<file path="src/logic/adsq_pkg.sv">
// Register map, field layout and state encoding of the converter sequencer
package adsq_pkg;
  // Printed offsets serve as Avalon word indices; byte address is four times these
  localparam logic [15:0] OFF_RESULT = 16'h5380;
  localparam logic [15:0] OFF_TRIGGER = 16'h5382;
  localparam logic [15:0] OFF_CONTROL = 16'h5384;
  localparam logic [15:0] OFF_CLOCK = 16'h5386;
  // Trigger/channel select fields
  localparam int TRG_END_LSB = 11;
  localparam int TRG_START_LSB = 8;
  localparam int TRG_ALIGN_BIT = 7;
  localparam int TRG_REPEAT_BIT = 6;
  localparam int TRG_SRC_LSB = 4;
  localparam int TRG_SAMPLE_LSB = 0;
  localparam logic [15:0] TRG_WMASK = 16'h3FF7;
  localparam logic [15:0] TRG_RESET = 16'h0007;
  // Control/status fields
  localparam int CTL_CHAN_LSB = 12;
  localparam int CTL_BUSY_BIT = 10;
  localparam int CTL_OVR_BIT = 9;
  localparam int CTL_DONE_BIT = 8;
  localparam int CTL_OVR_IE_BIT = 5;
  localparam int CTL_DONE_IE_BIT = 4;
  localparam int CTL_GO_BIT = 1;
  localparam int CTL_EN_BIT = 0;
  // Clock control fields
  localparam logic [15:0] CLK_WMASK = 16'h000F;
  localparam logic [15:0] CLK_RESET = 16'h0000;
  localparam logic [3:0] CLK_DIV_RESERVED = 4'hF;
  localparam logic [3:0] CLK_DIV_MAX = 4'hE;
  // Trigger sources
  localparam logic [1:0] SRC_SOFTWARE = 2'h0;
  localparam logic [1:0] SRC_TIMER = 2'h1;
  localparam logic [1:0] SRC_EXTERNAL = 2'h3;
  // Sampling lasts field value plus this many conversion-clock cycles
  localparam logic [3:0] SAMPLE_EXTRA = 4'h2;

  typedef enum logic [2:0] {
    ST_IDLE = 3'b001,
    ST_SAMPLE = 3'b010,
    ST_CONVERT = 3'b100
  } adsq_state_t;
endpackage : adsq_pkg

</file>
<file path="src/logic/adsq_top.sv">
// Register file, trigger selection and channel sequencer of the converter
// Operation
// - One interrupt line serves both completion and overwrite causes.
// - Finished conversion loads result, sets done_flag, interrupts if enabled.
// - Reading the result register clears done_flag.
// - Finish while done_flag set overwrites result, sets overrun_flag, may interrupt.
// - overrun_flag clears only on writing one; writing zero does nothing.
// - Overwrite also sets done_flag for the new result.
// - Four registers at offsets two apart: result, trigger, control, clock.
// - Result register is read-only; writes are ignored.
// - result_align_left picks bits 15..6, else bits 9..0; rest zero.
// - Channels start_channel to end_channel converted in turn per trigger.
// - repeat_mode loops the range until stopped, else one pass.
// - Only the selected trigger source starts; code 2 is reserved.
// - External source starts on a falling edge of external_trigger_n.
// - Sampling lasts sample_cycles plus two conversion-clock cycles.
// - current_channel reports the channel in progress, resets to zero.
// - busy_status rises at accepted trigger, falls when sequence ends.
// - Reserved bits are written as zero and read back as zero.
// - Writing one to conversion_go starts; hardware sets it on other triggers.
// - One-shot clears conversion_go at range end; writing zero aborts.
// - converter_enable low blocks triggers but not a running sequence.
// - Overwrite error does not stop a repeating sequence.
module adsq_top #(
  parameter int ADDR_W = 16
) (
  input wire logic sys_clk,
  input wire logic srst,
  input wire logic [ADDR_W-1:0] avs_address,
  input wire logic avs_read,
  input wire logic avs_write,
  input wire logic [31:0] avs_writedata,
  input wire logic [3:0] avs_byteenable,
  output logic [31:0] avs_readdata,
  output logic avs_waitrequest,
  input wire logic timer_underflow,
  input wire logic external_trigger_n,
  output logic adc_sample,
  output logic adc_start,
  output logic [2:0] adc_channel,
  input wire logic [9:0] adc_result,
  input wire logic adc_done,
  output logic irq
);
  import adsq_pkg::*;

  if (ADDR_W < 15) begin : g_addr_check
    $error("adsq_top: ADDR_W too small for register offsets");
  end

  function automatic logic [15:0] merge16(input logic [15:0] old, input logic [31:0] wd,
                                          input logic [3:0] be, input logic [15:0] wmask);
    logic [15:0] v;
    v = old;
    if (be[0]) begin
      v[7:0] = wd[7:0];
    end
    if (be[1]) begin
      v[15:8] = wd[15:8];
    end
    return v & wmask;
  endfunction : merge16

  logic wait_reg;
  logic [31:0] readdata_reg;
  logic [15:0] trg_reg;
  logic [15:0] clk_reg;
  logic en_reg;
  logic done_ie_reg;
  logic ovr_ie_reg;
  logic run_reg;
  logic done_reg;
  logic done_next;
  logic ovr_reg;
  logic ovr_next;
  logic load_last_reg;
  logic [15:0] res_reg;
  logic [2:0] cur_ch_reg;
  adsq_state_t st_reg;
  logic [14:0] div_cnt_reg;
  logic [3:0] samp_cnt_reg;
  logic ext_prev_reg;
  logic start_reg;
  logic irq_reg;

  logic req;
  logic rd_commit;
  logic wr_commit;
  logic sel_res;
  logic sel_trg;
  logic sel_ctl;
  logic sel_clk;
  logic go_write1;
  logic go_write0;
  logic ovr_clear;
  logic done_clear;
  logic accept;
  logic abort;
  logic load_event;
  logic last_ch;
  logic tick;
  logic sample_end;
  logic [3:0] addf_eff;
  logic [14:0] div_lim;
  logic [2:0] end_ch;
  logic [2:0] start_ch;
  logic [1:0] src;
  logic [3:0] samp_target;
  logic ext_fall;

  // Bus decode; access commits at the edge where waitrequest is seen low
  assign req = avs_read | avs_write;
  assign rd_commit = avs_read & ~wait_reg;
  assign wr_commit = avs_write & ~wait_reg;
  assign sel_res = avs_address == ADDR_W'(OFF_RESULT);
  assign sel_trg = avs_address == ADDR_W'(OFF_TRIGGER);
  assign sel_ctl = avs_address == ADDR_W'(OFF_CONTROL);
  assign sel_clk = avs_address == ADDR_W'(OFF_CLOCK);
  assign go_write1 = wr_commit & sel_ctl & avs_byteenable[0] & avs_writedata[CTL_GO_BIT];
  assign go_write0 = wr_commit & sel_ctl & avs_byteenable[0] & ~avs_writedata[CTL_GO_BIT];
  assign ovr_clear = wr_commit & sel_ctl & avs_byteenable[1] & avs_writedata[CTL_OVR_BIT];
  // A result that landed while the read was being prepared is not covered by it
  assign done_clear = rd_commit & sel_res & ~load_last_reg;

  assign end_ch = trg_reg[TRG_END_LSB +: 3];
  assign start_ch = trg_reg[TRG_START_LSB +: 3];
  assign src = trg_reg[TRG_SRC_LSB +: 2];
  assign samp_target = {1'b0, trg_reg[TRG_SAMPLE_LSB +: 3]} + SAMPLE_EXTRA - 4'h1;
  assign addf_eff = (clk_reg[3:0] == CLK_DIV_RESERVED) ? CLK_DIV_MAX : clk_reg[3:0];
  assign div_lim = 15'((16'h0002 << addf_eff) - 16'h0001);
  assign tick = div_cnt_reg == div_lim;

  // Inputs are synchronous, so one stage of history suffices for the edge
  assign ext_fall = ext_prev_reg & ~external_trigger_n;
  // Enable is the stored bit, so enabling and starting in one access does not start;
  // software must enable first, which also keeps a half-configured unit from running
  assign accept = en_reg & ~run_reg & ((src == SRC_SOFTWARE & go_write1)
                  | (src == SRC_TIMER & timer_underflow) | (src == SRC_EXTERNAL & ext_fall));
  assign abort = go_write0 & run_reg;
  assign load_event = (st_reg == ST_CONVERT) & adc_done & ~abort;
  assign last_ch = (cur_ch_reg == end_ch) | (start_ch > end_ch);
  assign sample_end = (st_reg == ST_SAMPLE) & tick & (samp_cnt_reg == samp_target);

  // Set beats clear on both flags
  always_comb begin
    done_next = done_reg;
    if (done_clear) begin
      done_next = 1'b0;
    end
    if (load_event) begin
      done_next = 1'b1;
    end
    ovr_next = ovr_reg;
    if (ovr_clear) begin
      ovr_next = 1'b0;
    end
    if (load_event & done_reg & ~done_clear) begin
      ovr_next = 1'b1;
    end
  end

  always_ff @(posedge sys_clk) begin
    if (srst) begin
      wait_reg <= 1'b1;
    end else begin
      wait_reg <= ~(req & wait_reg);
    end
  end

  always_ff @(posedge sys_clk) begin
    if (srst) begin
      readdata_reg <= 32'h0000_0000;
    end else if (avs_read & wait_reg) begin
      readdata_reg <= 32'h0000_0000;
      if (sel_res) begin
        readdata_reg[15:0] <= res_reg;
      end else if (sel_trg) begin
        readdata_reg[15:0] <= trg_reg;
      end else if (sel_ctl) begin
        readdata_reg[CTL_CHAN_LSB +: 3] <= cur_ch_reg;
        readdata_reg[CTL_BUSY_BIT] <= run_reg;
        readdata_reg[CTL_OVR_BIT] <= ovr_reg;
        readdata_reg[CTL_DONE_BIT] <= done_reg;
        readdata_reg[CTL_OVR_IE_BIT] <= ovr_ie_reg;
        readdata_reg[CTL_DONE_IE_BIT] <= done_ie_reg;
        readdata_reg[CTL_GO_BIT] <= run_reg;
        readdata_reg[CTL_EN_BIT] <= en_reg;
      end else if (sel_clk) begin
        readdata_reg[15:0] <= clk_reg;
      end
    end
  end

  // Configuration registers; no branch for the result offset, so writes there vanish
  always_ff @(posedge sys_clk) begin
    if (srst) begin
      trg_reg <= TRG_RESET;
      clk_reg <= CLK_RESET;
      en_reg <= 1'b0;
      done_ie_reg <= 1'b0;
      ovr_ie_reg <= 1'b0;
    end else if (wr_commit) begin
      if (sel_trg) begin
        trg_reg <= merge16(trg_reg, avs_writedata, avs_byteenable, TRG_WMASK);
      end
      if (sel_clk) begin
        clk_reg <= merge16(clk_reg, avs_writedata, avs_byteenable, CLK_WMASK);
      end
      if (sel_ctl & avs_byteenable[0]) begin
        en_reg <= avs_writedata[CTL_EN_BIT];
        done_ie_reg <= avs_writedata[CTL_DONE_IE_BIT];
        ovr_ie_reg <= avs_writedata[CTL_OVR_IE_BIT];
      end
    end
  end

  always_ff @(posedge sys_clk) begin
    if (srst) begin
      done_reg <= 1'b0;
      ovr_reg <= 1'b0;
      load_last_reg <= 1'b0;
      res_reg <= 16'h0000;
      irq_reg <= 1'b0;
      ext_prev_reg <= 1'b1;
    end else begin
      done_reg <= done_next;
      ovr_reg <= ovr_next;
      load_last_reg <= load_event;
      ext_prev_reg <= external_trigger_n;
      irq_reg <= (done_next & done_ie_reg) | (ovr_next & ovr_ie_reg);
      if (load_event) begin
        res_reg <= trg_reg[TRG_ALIGN_BIT] ? {adc_result, 6'h00} : {6'h00, adc_result};
      end
    end
  end

  // Sequencer
  always_ff @(posedge sys_clk) begin
    if (srst) begin
      st_reg <= ST_IDLE;
      run_reg <= 1'b0;
      cur_ch_reg <= 3'h0;
      div_cnt_reg <= 15'h0000;
      samp_cnt_reg <= 4'h0;
      start_reg <= 1'b0;
    end else begin
      start_reg <= 1'b0;
      div_cnt_reg <= tick ? 15'h0000 : div_cnt_reg + 15'h0001;
      case (st_reg)
        ST_IDLE: begin
          div_cnt_reg <= 15'h0000;
          if (accept) begin
            st_reg <= ST_SAMPLE;
            run_reg <= 1'b1;
            cur_ch_reg <= start_ch;
            samp_cnt_reg <= 4'h0;
          end
        end
        ST_SAMPLE: begin
          if (abort) begin
            st_reg <= ST_IDLE;
            run_reg <= 1'b0;
          end else if (sample_end) begin
            st_reg <= ST_CONVERT;
            start_reg <= 1'b1;
          end else if (tick) begin
            samp_cnt_reg <= samp_cnt_reg + 4'h1;
          end
        end
        ST_CONVERT: begin
          if (abort) begin
            st_reg <= ST_IDLE;
            run_reg <= 1'b0;
          end else if (adc_done) begin
            div_cnt_reg <= 15'h0000;
            samp_cnt_reg <= 4'h0;
            if (last_ch & ~trg_reg[TRG_REPEAT_BIT]) begin
              st_reg <= ST_IDLE;
              run_reg <= 1'b0;
            end else begin
              st_reg <= ST_SAMPLE;
              cur_ch_reg <= last_ch ? start_ch : cur_ch_reg + 3'h1;
            end
          end
        end
        default: begin
          st_reg <= ST_IDLE;
          run_reg <= 1'b0;
        end
      endcase
    end
  end

  assign avs_waitrequest = wait_reg;
  assign avs_readdata = readdata_reg;
  // One-hot code: the sampling bit of the state register drives the pin directly
  assign adc_sample = st_reg[1];
  assign adc_start = start_reg;
  assign adc_channel = cur_ch_reg;
  assign irq = irq_reg;
endmodule : adsq_top

</file>
<file path="config.mk">
export PLATFORM = sky130hd
export DESIGN_NAME = adsq_top
export DESIGN_NICKNAME = d
export VERILOG_FILES = /design/src/logic/adsq_pkg.sv /design/src/logic/adsq_top.sv
export SDC_FILE = /design/constraint.sdc
export NUM_CORES = 1
export LEC_CHECK = 0
export BUFFER_PORTS_ARGS = -buffer_cell sky130_fd_sc_hd__clkbuf_2
export CORE_UTILIZATION = 25
export CTS_BUF_LIST = sky130_fd_sc_hd__clkbuf_8
export CTS_CLUSTER_SIZE = 30
export DETAILED_ROUTE_END_ITERATION = 8
export GPL_TIMING_DRIVEN = 0
export MAX_ROUTING_LAYER = met4
export PLACE_DENSITY = 0.53
export REMOVE_ABC_BUFFERS = 1
export SLEW_MARGIN = 20
export SYNTH_ARGS = -nofsm -noshare
export SYNTH_HDL_FRONTEND = slang
export SYNTH_SLANG_ARGS = --single-unit
export TNS_END_PERCENT = 20
</file>
<file path="constraint.sdc">
create_clock -name sys_clk -period 6 [get_ports sys_clk]
set_input_delay 1.2 -clock sys_clk [delete_from_list [all_inputs] [get_ports sys_clk]]
set_output_delay 1.2 -clock sys_clk [all_outputs]
set_load 0.05 [all_outputs]
</file>
==> impl_metrics.yaml, run 1 <==
cts:
  ctsResizeCount: 0
  path_clk_slew_ps: 90
  postCtsHoldBufs: 0
  cts_tree: "done"
  cts_buffers: 9
  cts_sinks: 85
  worstSkewPairLatency_ps: 380
  cts_setup_buffers: 0
  htree_levels: 3
  cts-root-buf: "clkbuf_8"
  clockBufferDepth: 2
setup_path:
  worst_setup_path_start_kind: "flip-flop"
  crit_fanout: 21
  crit_start: "clk_reg[1]$_SDFFE_PP0P_"
  critPathRequiredTime_ps: 6230
  crit_type: "reg -> reg"
  cp-end-kind: "flip-flop"
  r2r_start: "clk_reg[1]$_SDFFE_PP0P_"
  arrival_ps: 3750
timing:
  setup_slack_ps: 2480
  rsz0062_at_grt: "false"
  finalSetupTns_ps: 0
  drv_slew: 0
  tightest_slew_ps: 837
  clock_skew_ps: 13.8
  setup_viol: 0
  relSlewSlack_pct: 44.1
  fin_crit_ps: 3520
  finalCritPeriodShare_pct: 58.7
  timing.fmax_mhz: 284
  finalHoldViolCount: 0
global_routing:
  antenna_found_initial: 0
  track_usage_pct: 13.6
  grt_first_pass_wirelength_mm: 20.2
  grt_max_degree: 66
  grt_pass1_vias: 3768
  globalRouteOverflowTotal: 0
final_layout:
  nFillCells: 1976
  syn2layout_area_growth_pct: 13.7
  antennaDiodeCount: 0
  nNetsFinal: 687
  final_cells: 848
  final_cell_mix: "85 x dfxtp_1, 70 x clkbuf_2, 56 x nand2_1"
  drive_above_1_share_pct: 19.1
  regArea_um2: 1700
  multi_input_area_um2: 2770
  fin_area_um2: 5390
  layout_commonest_cell: "dfxtp_1"
synthesis:
  synthAdderAreaFrac_pct: 2.11
  syn-cell-area_um2: 4740
  synth_area_leaders: "dfxtp_1 36%, mux2i_1 6.8%, nand2_1 4.4%"
  synthArstFlopShare_pct: 0
  synthXorXnorAreaFrac_pct: 3.88
  synth_compound_area_share_pct: 15.9
  muxShareOfSynthArea_pct: 8.65
  syn_avg_cell_area_um2: 8.44
  synth.top_cell.area_share_pct: 35.9
  synth_flop_cell: "dfxtp_1"
  yosys.area_share.simple_pct: 26.7
  synthDistinctLibCells: 80
  synth_area_leader_cell: "dfxtp_1"
  synth_top_family_by_area: "simple AND/OR/NAND/NOR gates"
  ys_seq_elements: 85
  synth_edf_count: 0
  yosysWarnings: 0
  synthCells: 562
  yosysSeqAreaShare_pct: 35.9
hold_path:
  hp-start: "res_reg[5]$_SDFFE_PP0P_"
  hold_path.class: "reg -> reg"
die:
  die_width_um: 140
  fp.dieArea_um2: 19500
  ioPinCount: 108
  initial_core_util_pct: 25.4
  die_h_um: 140
  num_rows: 50
  core_um2: 18600
power_and_ir_drop:
  power.density_nw_per_um2: 198
  vdd_drop_max_mv: 0.0883
  total_power_mw: 1.07
  power_leakage_nw: 1.95
drt:
  drt-total-wl_mm: 12.5
  dr.pass1.iters: 6
  vias_per_cell: 4.80
  vias: 4072
  wl_per_cell_um: 14.8
  drc: 0
  ant_nets: 0
  drt-initial-drc-count: 262
placed_design:
  dp_hpwl_mm: 8.93
  dp.cells: 833
  place_congestion: 0.761
  portBuffers: 71
  place_area_um2: 5200
  post-place-ws_ps: 2090
run_status:
  status: "finished, final reports clean"
run:
  drv_cap: 0
## layer usage
layer | vias to the layer above | GRT usage (%) | routed length (um)
met5 | - | - | 0
met4 | 0 | 6.25 | 225
met3 | 12 | 2.68 | 518
met2 | 69 | 19.8 | 5540
met1 | 1911 | 18.1 | 6250
li1 | 2080 | - | -
## worst paths after layout
kind	to	slack, ps	depth (start not counted)
max	samp_cnt_reg[1]$_SDFFE_PP0P_	2480	9
min	res_reg[5]$_SDFFE_PP0P_	450	2
max reg2reg	samp_cnt_reg[1]$_SDFFE_PP0P_	2480	9
min reg2reg	res_reg[5]$_SDFFE_PP0P_	450	2
## Yosys cell counts (3+ instances only)
| cell | number |
|---|---|
| or3b_2 | 3 |
| nor2_1 | 54 |
| nor2b_1 | 5 |
| o21bai_1 | 3 |
| xor2_1 | 9 |
| ha_1 | 8 |
| mux2i_1 | 32 |
| a22oi_1 | 3 |
| a22o_1 | 3 |
| buf_4 | 17 |
| inv_1 | 12 |
| o21ai_0 | 15 |
| nand3_1 | 40 |
| nand2_1 | 56 |
| clkbuf_1 | 19 |
| xnor2_1 | 12 |
| a211oi_1 | 7 |
| nand2b_1 | 10 |
| a21o_1 | 3 |
| o2111ai_1 | 3 |
| buf_1 | 6 |
| o211ai_1 | 4 |
| buf_2 | 7 |
| and2_1 | 3 |
| a21oi_1 | 41 |
| nor3_1 | 3 |
| o22ai_1 | 3 |
| nand4_1 | 5 |
| nand4b_1 | 3 |
| o41ai_1 | 3 |
| dfxtp_1 | 85 |
| and3_1 | 11 |
| mux2_2 | 4 |
| or4_1 | 3 |
| o31ai_1 | 4 |
| nand3b_1 | 11 |
## through the flow
| step | utilization [%] | hold slack (ps) |
|---|---|---|
| final | 28.9 | 455 |
| after global routing | 28.9 | 464 |
| after CTS | 28.9 | 457 |
| after detailed placement | 27.9 | 444 |
| after global placement | 27.7 | 438 |
| after floorplan | - | 423 |
## cell type report
type / count / area share [%]
clock buffer: 10 / 2.55
clock inverter: 5 / 1.11
inverter: 12 / 0.835
multi-input combinational: 429 / 51.4
sequential: 85 / 31.5
tap: 234 / 5.43
timing repair buffer: 73 / 7.12
## cells by family (layout without fill, tap and decap cells)
family          Yosys count  count (layout)
xor+xnor                 21              21
other cells               1              16
compound gates          113             113
mux                      38              38
flops                    85              85
simple gates            233             233
fa+ha+maj                 8               8
buf+inv                  63             100
## critical path, cell delays in order (launching register included)
cell	delay (ps)
dfxtp_1	560
or4b_2	760
ha_1	350
and2_1	230
o2111a_1	230
a211oi_1	460
nor4_4	120
nor3b_2	210
o311ai_1	320
o41ai_1	120
## report_power, final
part | total, mW | leakage [nW] | switching, mW | internal (mW)
sequential | 0.566 | 0.685 | 0.00123 | 0.564
clock | 0.428 | 0.104 | 0.225 | 0.203
combinational | 0.0750 | 1.16 | 0.0561 | 0.0190
(Power assumes the default switching activity.)
==> inputs of run 2 (changes only) <==
Settings changed: ABC_AREA set to 1, PLACE_DENSITY 0.53 to 0.55.
Clock period 6 ns to 3.05 ns, I/O delays scaled along.
==> impl_metrics.yaml, run 2 <==
run_status:
  status: "finished, final reports clean"
setup_path:
  slowest_delay_ps: 710
  r2r_start: "avs_waitrequest$_SDFF_PP1_"
  critPathRequiredTime_ps: 3330
  r2r_slack_ps: 360
  rr_endpoint: "res_reg[15]$_SDFFE_PP0P_"
  crit_type: "reg -> reg"
  ff2ff_path_depth: 8
  arrival_ps: 2980
  crit_fanout: 22
  cp-end-kind: "flip-flop"
  worst_setup_path_start_kind: "flip-flop"
  crit_chain: "inv_1, nand2_1, nor2_1, nand4_1, nand3_1, nor2_2, inv_2, o31ai_1"
  cp_slowest_cell: "nand3_1"
timing:
  setup_viol: 0
  clock_skew_ps: 12.8
  timing.fmax_mhz: 372
  finalSetupTns_ps: 0
  finalHoldViolCount: 0
  drv_slew: 0
  rsz0062_at_grt: "false"
  tightest_slew_ps: 950
  whs_ps: 447
  setup_slack_ps: 359
  relSlewSlack_pct: 36.5
  fin_crit_ps: 2690
  finalCritPeriodShare_pct: 88.2
synthesis:
  synth_flop_cell: "dfxtp_1"
  synth_area_leaders: "dfxtp_1 37%, nand2_1 12%, inv_1 6.5%"
  synth_edf_count: 0
  synthCells: 653
  synth_area_leader_cell: "dfxtp_1"
  synthArstFlopShare_pct: 0
  synthDistinctLibCells: 42
  yosysSeqAreaShare_pct: 37.4
  syn-cell-area_um2: 4550
  syn_avg_cell_area_um2: 6.96
  ys_seq_elements: 85
  yosysMostFrequentCell: "nand2_1"
  synth_common_cells: "148 x nand2_1, 85 x dfxtp_1, 79 x inv_1"
  synth.top_cell.area_share_pct: 37.4
  yosysWarnings: 0
power_and_ir_drop:
  comb_power_share_pct: 16.3
  clkPwrFrac_pct: 31.7
  power.density_nw_per_um2: 434
  switchingPower_mw: 0.721
  p_sw_share_pct: 32.1
  total_power_mw: 2.25
  power_leakage_nw: 2.22
  p_int_mw: 1.53
  vdd_drop_max_mv: 0.286
  power_frac_seq_pct: 52.0
run:
  drv_cap: 0
final_layout:
  nFillCells: 2002
  multi_input_area_um2: 2360
  regArea_um2: 1700
  nNetsFinal: 790
  drive_above_1_share_pct: 15.6
  layout_commonest_cell: "nand2_1"
  antennaDiodeCount: 0
  fin_util_pct: 29.6
  final_cell_mix: "148 x nand2_1, 85 x dfxtp_1, 80 x inv_1"
  syn2layout_area_growth_pct: 14.0
cts:
  ctsResizeCount: 0
  path_clk_slew_ps: 90
  cts_buffers: 9
  clockBufferDepth: 2
  postCtsHoldBufs: 0
  cts_sinks: 85
  cts_tree: "done"
  cts_setup_buffers: 0
  htree_levels: 3
  worstSkewPairLatency_ps: 370
  cts-root-buf: "clkbuf_8"
global_routing:
  grtUsageMet2_pct: 22.5
  grt_pass1_vias: 4016
  use_met1_pct: 18.8
  globalRouteOverflowTotal: 0
  top_usage_layer: "met2"
  track_usage_pct: 14.4
  use_met3_pct: 2.81
  antenna_found_initial: 0
  grt_max_degree: 42
  grt_first_pass_wirelength_mm: 20.3
drt:
  drt-total-wl_mm: 12.1
  vias_per_cell: 4.49
  vias: 4233
  ant_nets: 0
  drt-initial-drc-count: 220
  drc: 0
  dr.pass1.iters: 4
  wl_per_cell_um: 12.9
placed_design:
  dp_hpwl_mm: 9.18
  portBuffers: 71
  post-place-ws_ps: 112
  place_congestion: 0.834
die:
  ioPinCount: 108
  core_um2: 17500
  num_rows: 48
  initial_core_util_pct: 25.9
  die_width_um: 137
  die_h_um: 137
  fp.dieArea_um2: 18700
hold_path:
  worstHoldPathCells: 2
  hold_path.class: "in -> reg"
  hold_end: "ext_prev_reg$_SDFF_PP1_"
  hp-start: "external_trigger_n"
==> run 2: cell types whose count changed after synthesis, moves of 7 or more <==
cell      before  now
and3_1        11    3
inv_1         12   79
mux2i_1       32    1
nand2_1       56  148
nand2b_1      10    0
nand3_1       40   56
nand3b_1      11    2
nand4_1        5   12
nor2_2         1    8
nor3_1         3   14
o21ai_0       15   28
o221ai_1       0    7
==> run 2: through the flow <==
step | std cells | cell area (um2)
after floorplan | 631 | 4380
after global placement | 927 | 5020
after detailed placement | 927 | 5020
after CTS | 943 | 5190
after global routing | 943 | 5190
final | 943 | 5190
==> run 2: metal layers <==
layer	up-vias	share of wire (%)
met5	-	0
met4	0	1.2
met3	12	4.2
li1	2233	-
met1	1892	49
met2	96	46
==> run 2: worst max path at each step <==
stage / startpoint / endpoint / slack [ps] / cells past startpoint
2_1_floorplan: avs_waitrequest$_SDFF_PP1_ / res_reg[12]$_SDFFE_PP0P_ / 770 / 8
3_3_place_gp: srst / div_cnt_reg[14]$_SDFF_PP0_ / -9 / 6
3_5_place_dp: avs_address[6] / res_reg[15]$_SDFFE_PP0P_ / 110 / 9
4_1_cts: avs_waitrequest$_SDFF_PP1_ / res_reg[15]$_SDFFE_PP0P_ / 350 / 8
5_1_grt: avs_waitrequest$_SDFF_PP1_ / irq$_SDFF_PP0_ / 80 / 10
6_report: avs_waitrequest$_SDFF_PP1_ / res_reg[15]$_SDFFE_PP0P_ / 360 / 8
==> run 2: cell type report <==
cell class | instances | share of cell area (%)
Tap cell | 225 | 5.43
Clock buffer | 9 | 2.39
Timing Repair Buffer | 71 | 6.85
Sequential cell | 85 | 32.8
Clock inverter | 7 | 0.820
Inverter | 85 | 6.15
Multi-Input combinational cell | 461 | 45.5
==> run 2: cell families after synthesis <==
group | count (synthesis) | share of synthesized area (%)
AND/OR/NAND/NOR | 315 | 31.0
buffers and inverters | 122 | 11.9
AO/OA/AOI/OAI | 103 | 13.7
flip-flops | 85 | 37.4
XOR/XNOR | 18 | 3.47
adder cells (fa/ha/maj) | 8 | 2.20
other | 1 | 0.0825
multiplexers | 1 | 0.220
==> run 2: power groups by stage <==
stage                     Combinational, mW  Clock [mW]  Sequential, mW
final                                 0.367       0.713            1.17
after floorplan                       0.202           0            1.25
after global routing                  0.405       0.788            1.17
after detailed placement              0.369           0            1.20
after CTS                             0.370       0.739            1.17
after global placement                0.368           0            1.20
==> run 2: critical path: cells and delay by family, from the launching register on <==
kind / cells / cell delay [ps]
compound gates: 1 / 230
buf+inv: 2 / 210
flops: 1 / 390
simple gates: 5 / 1770
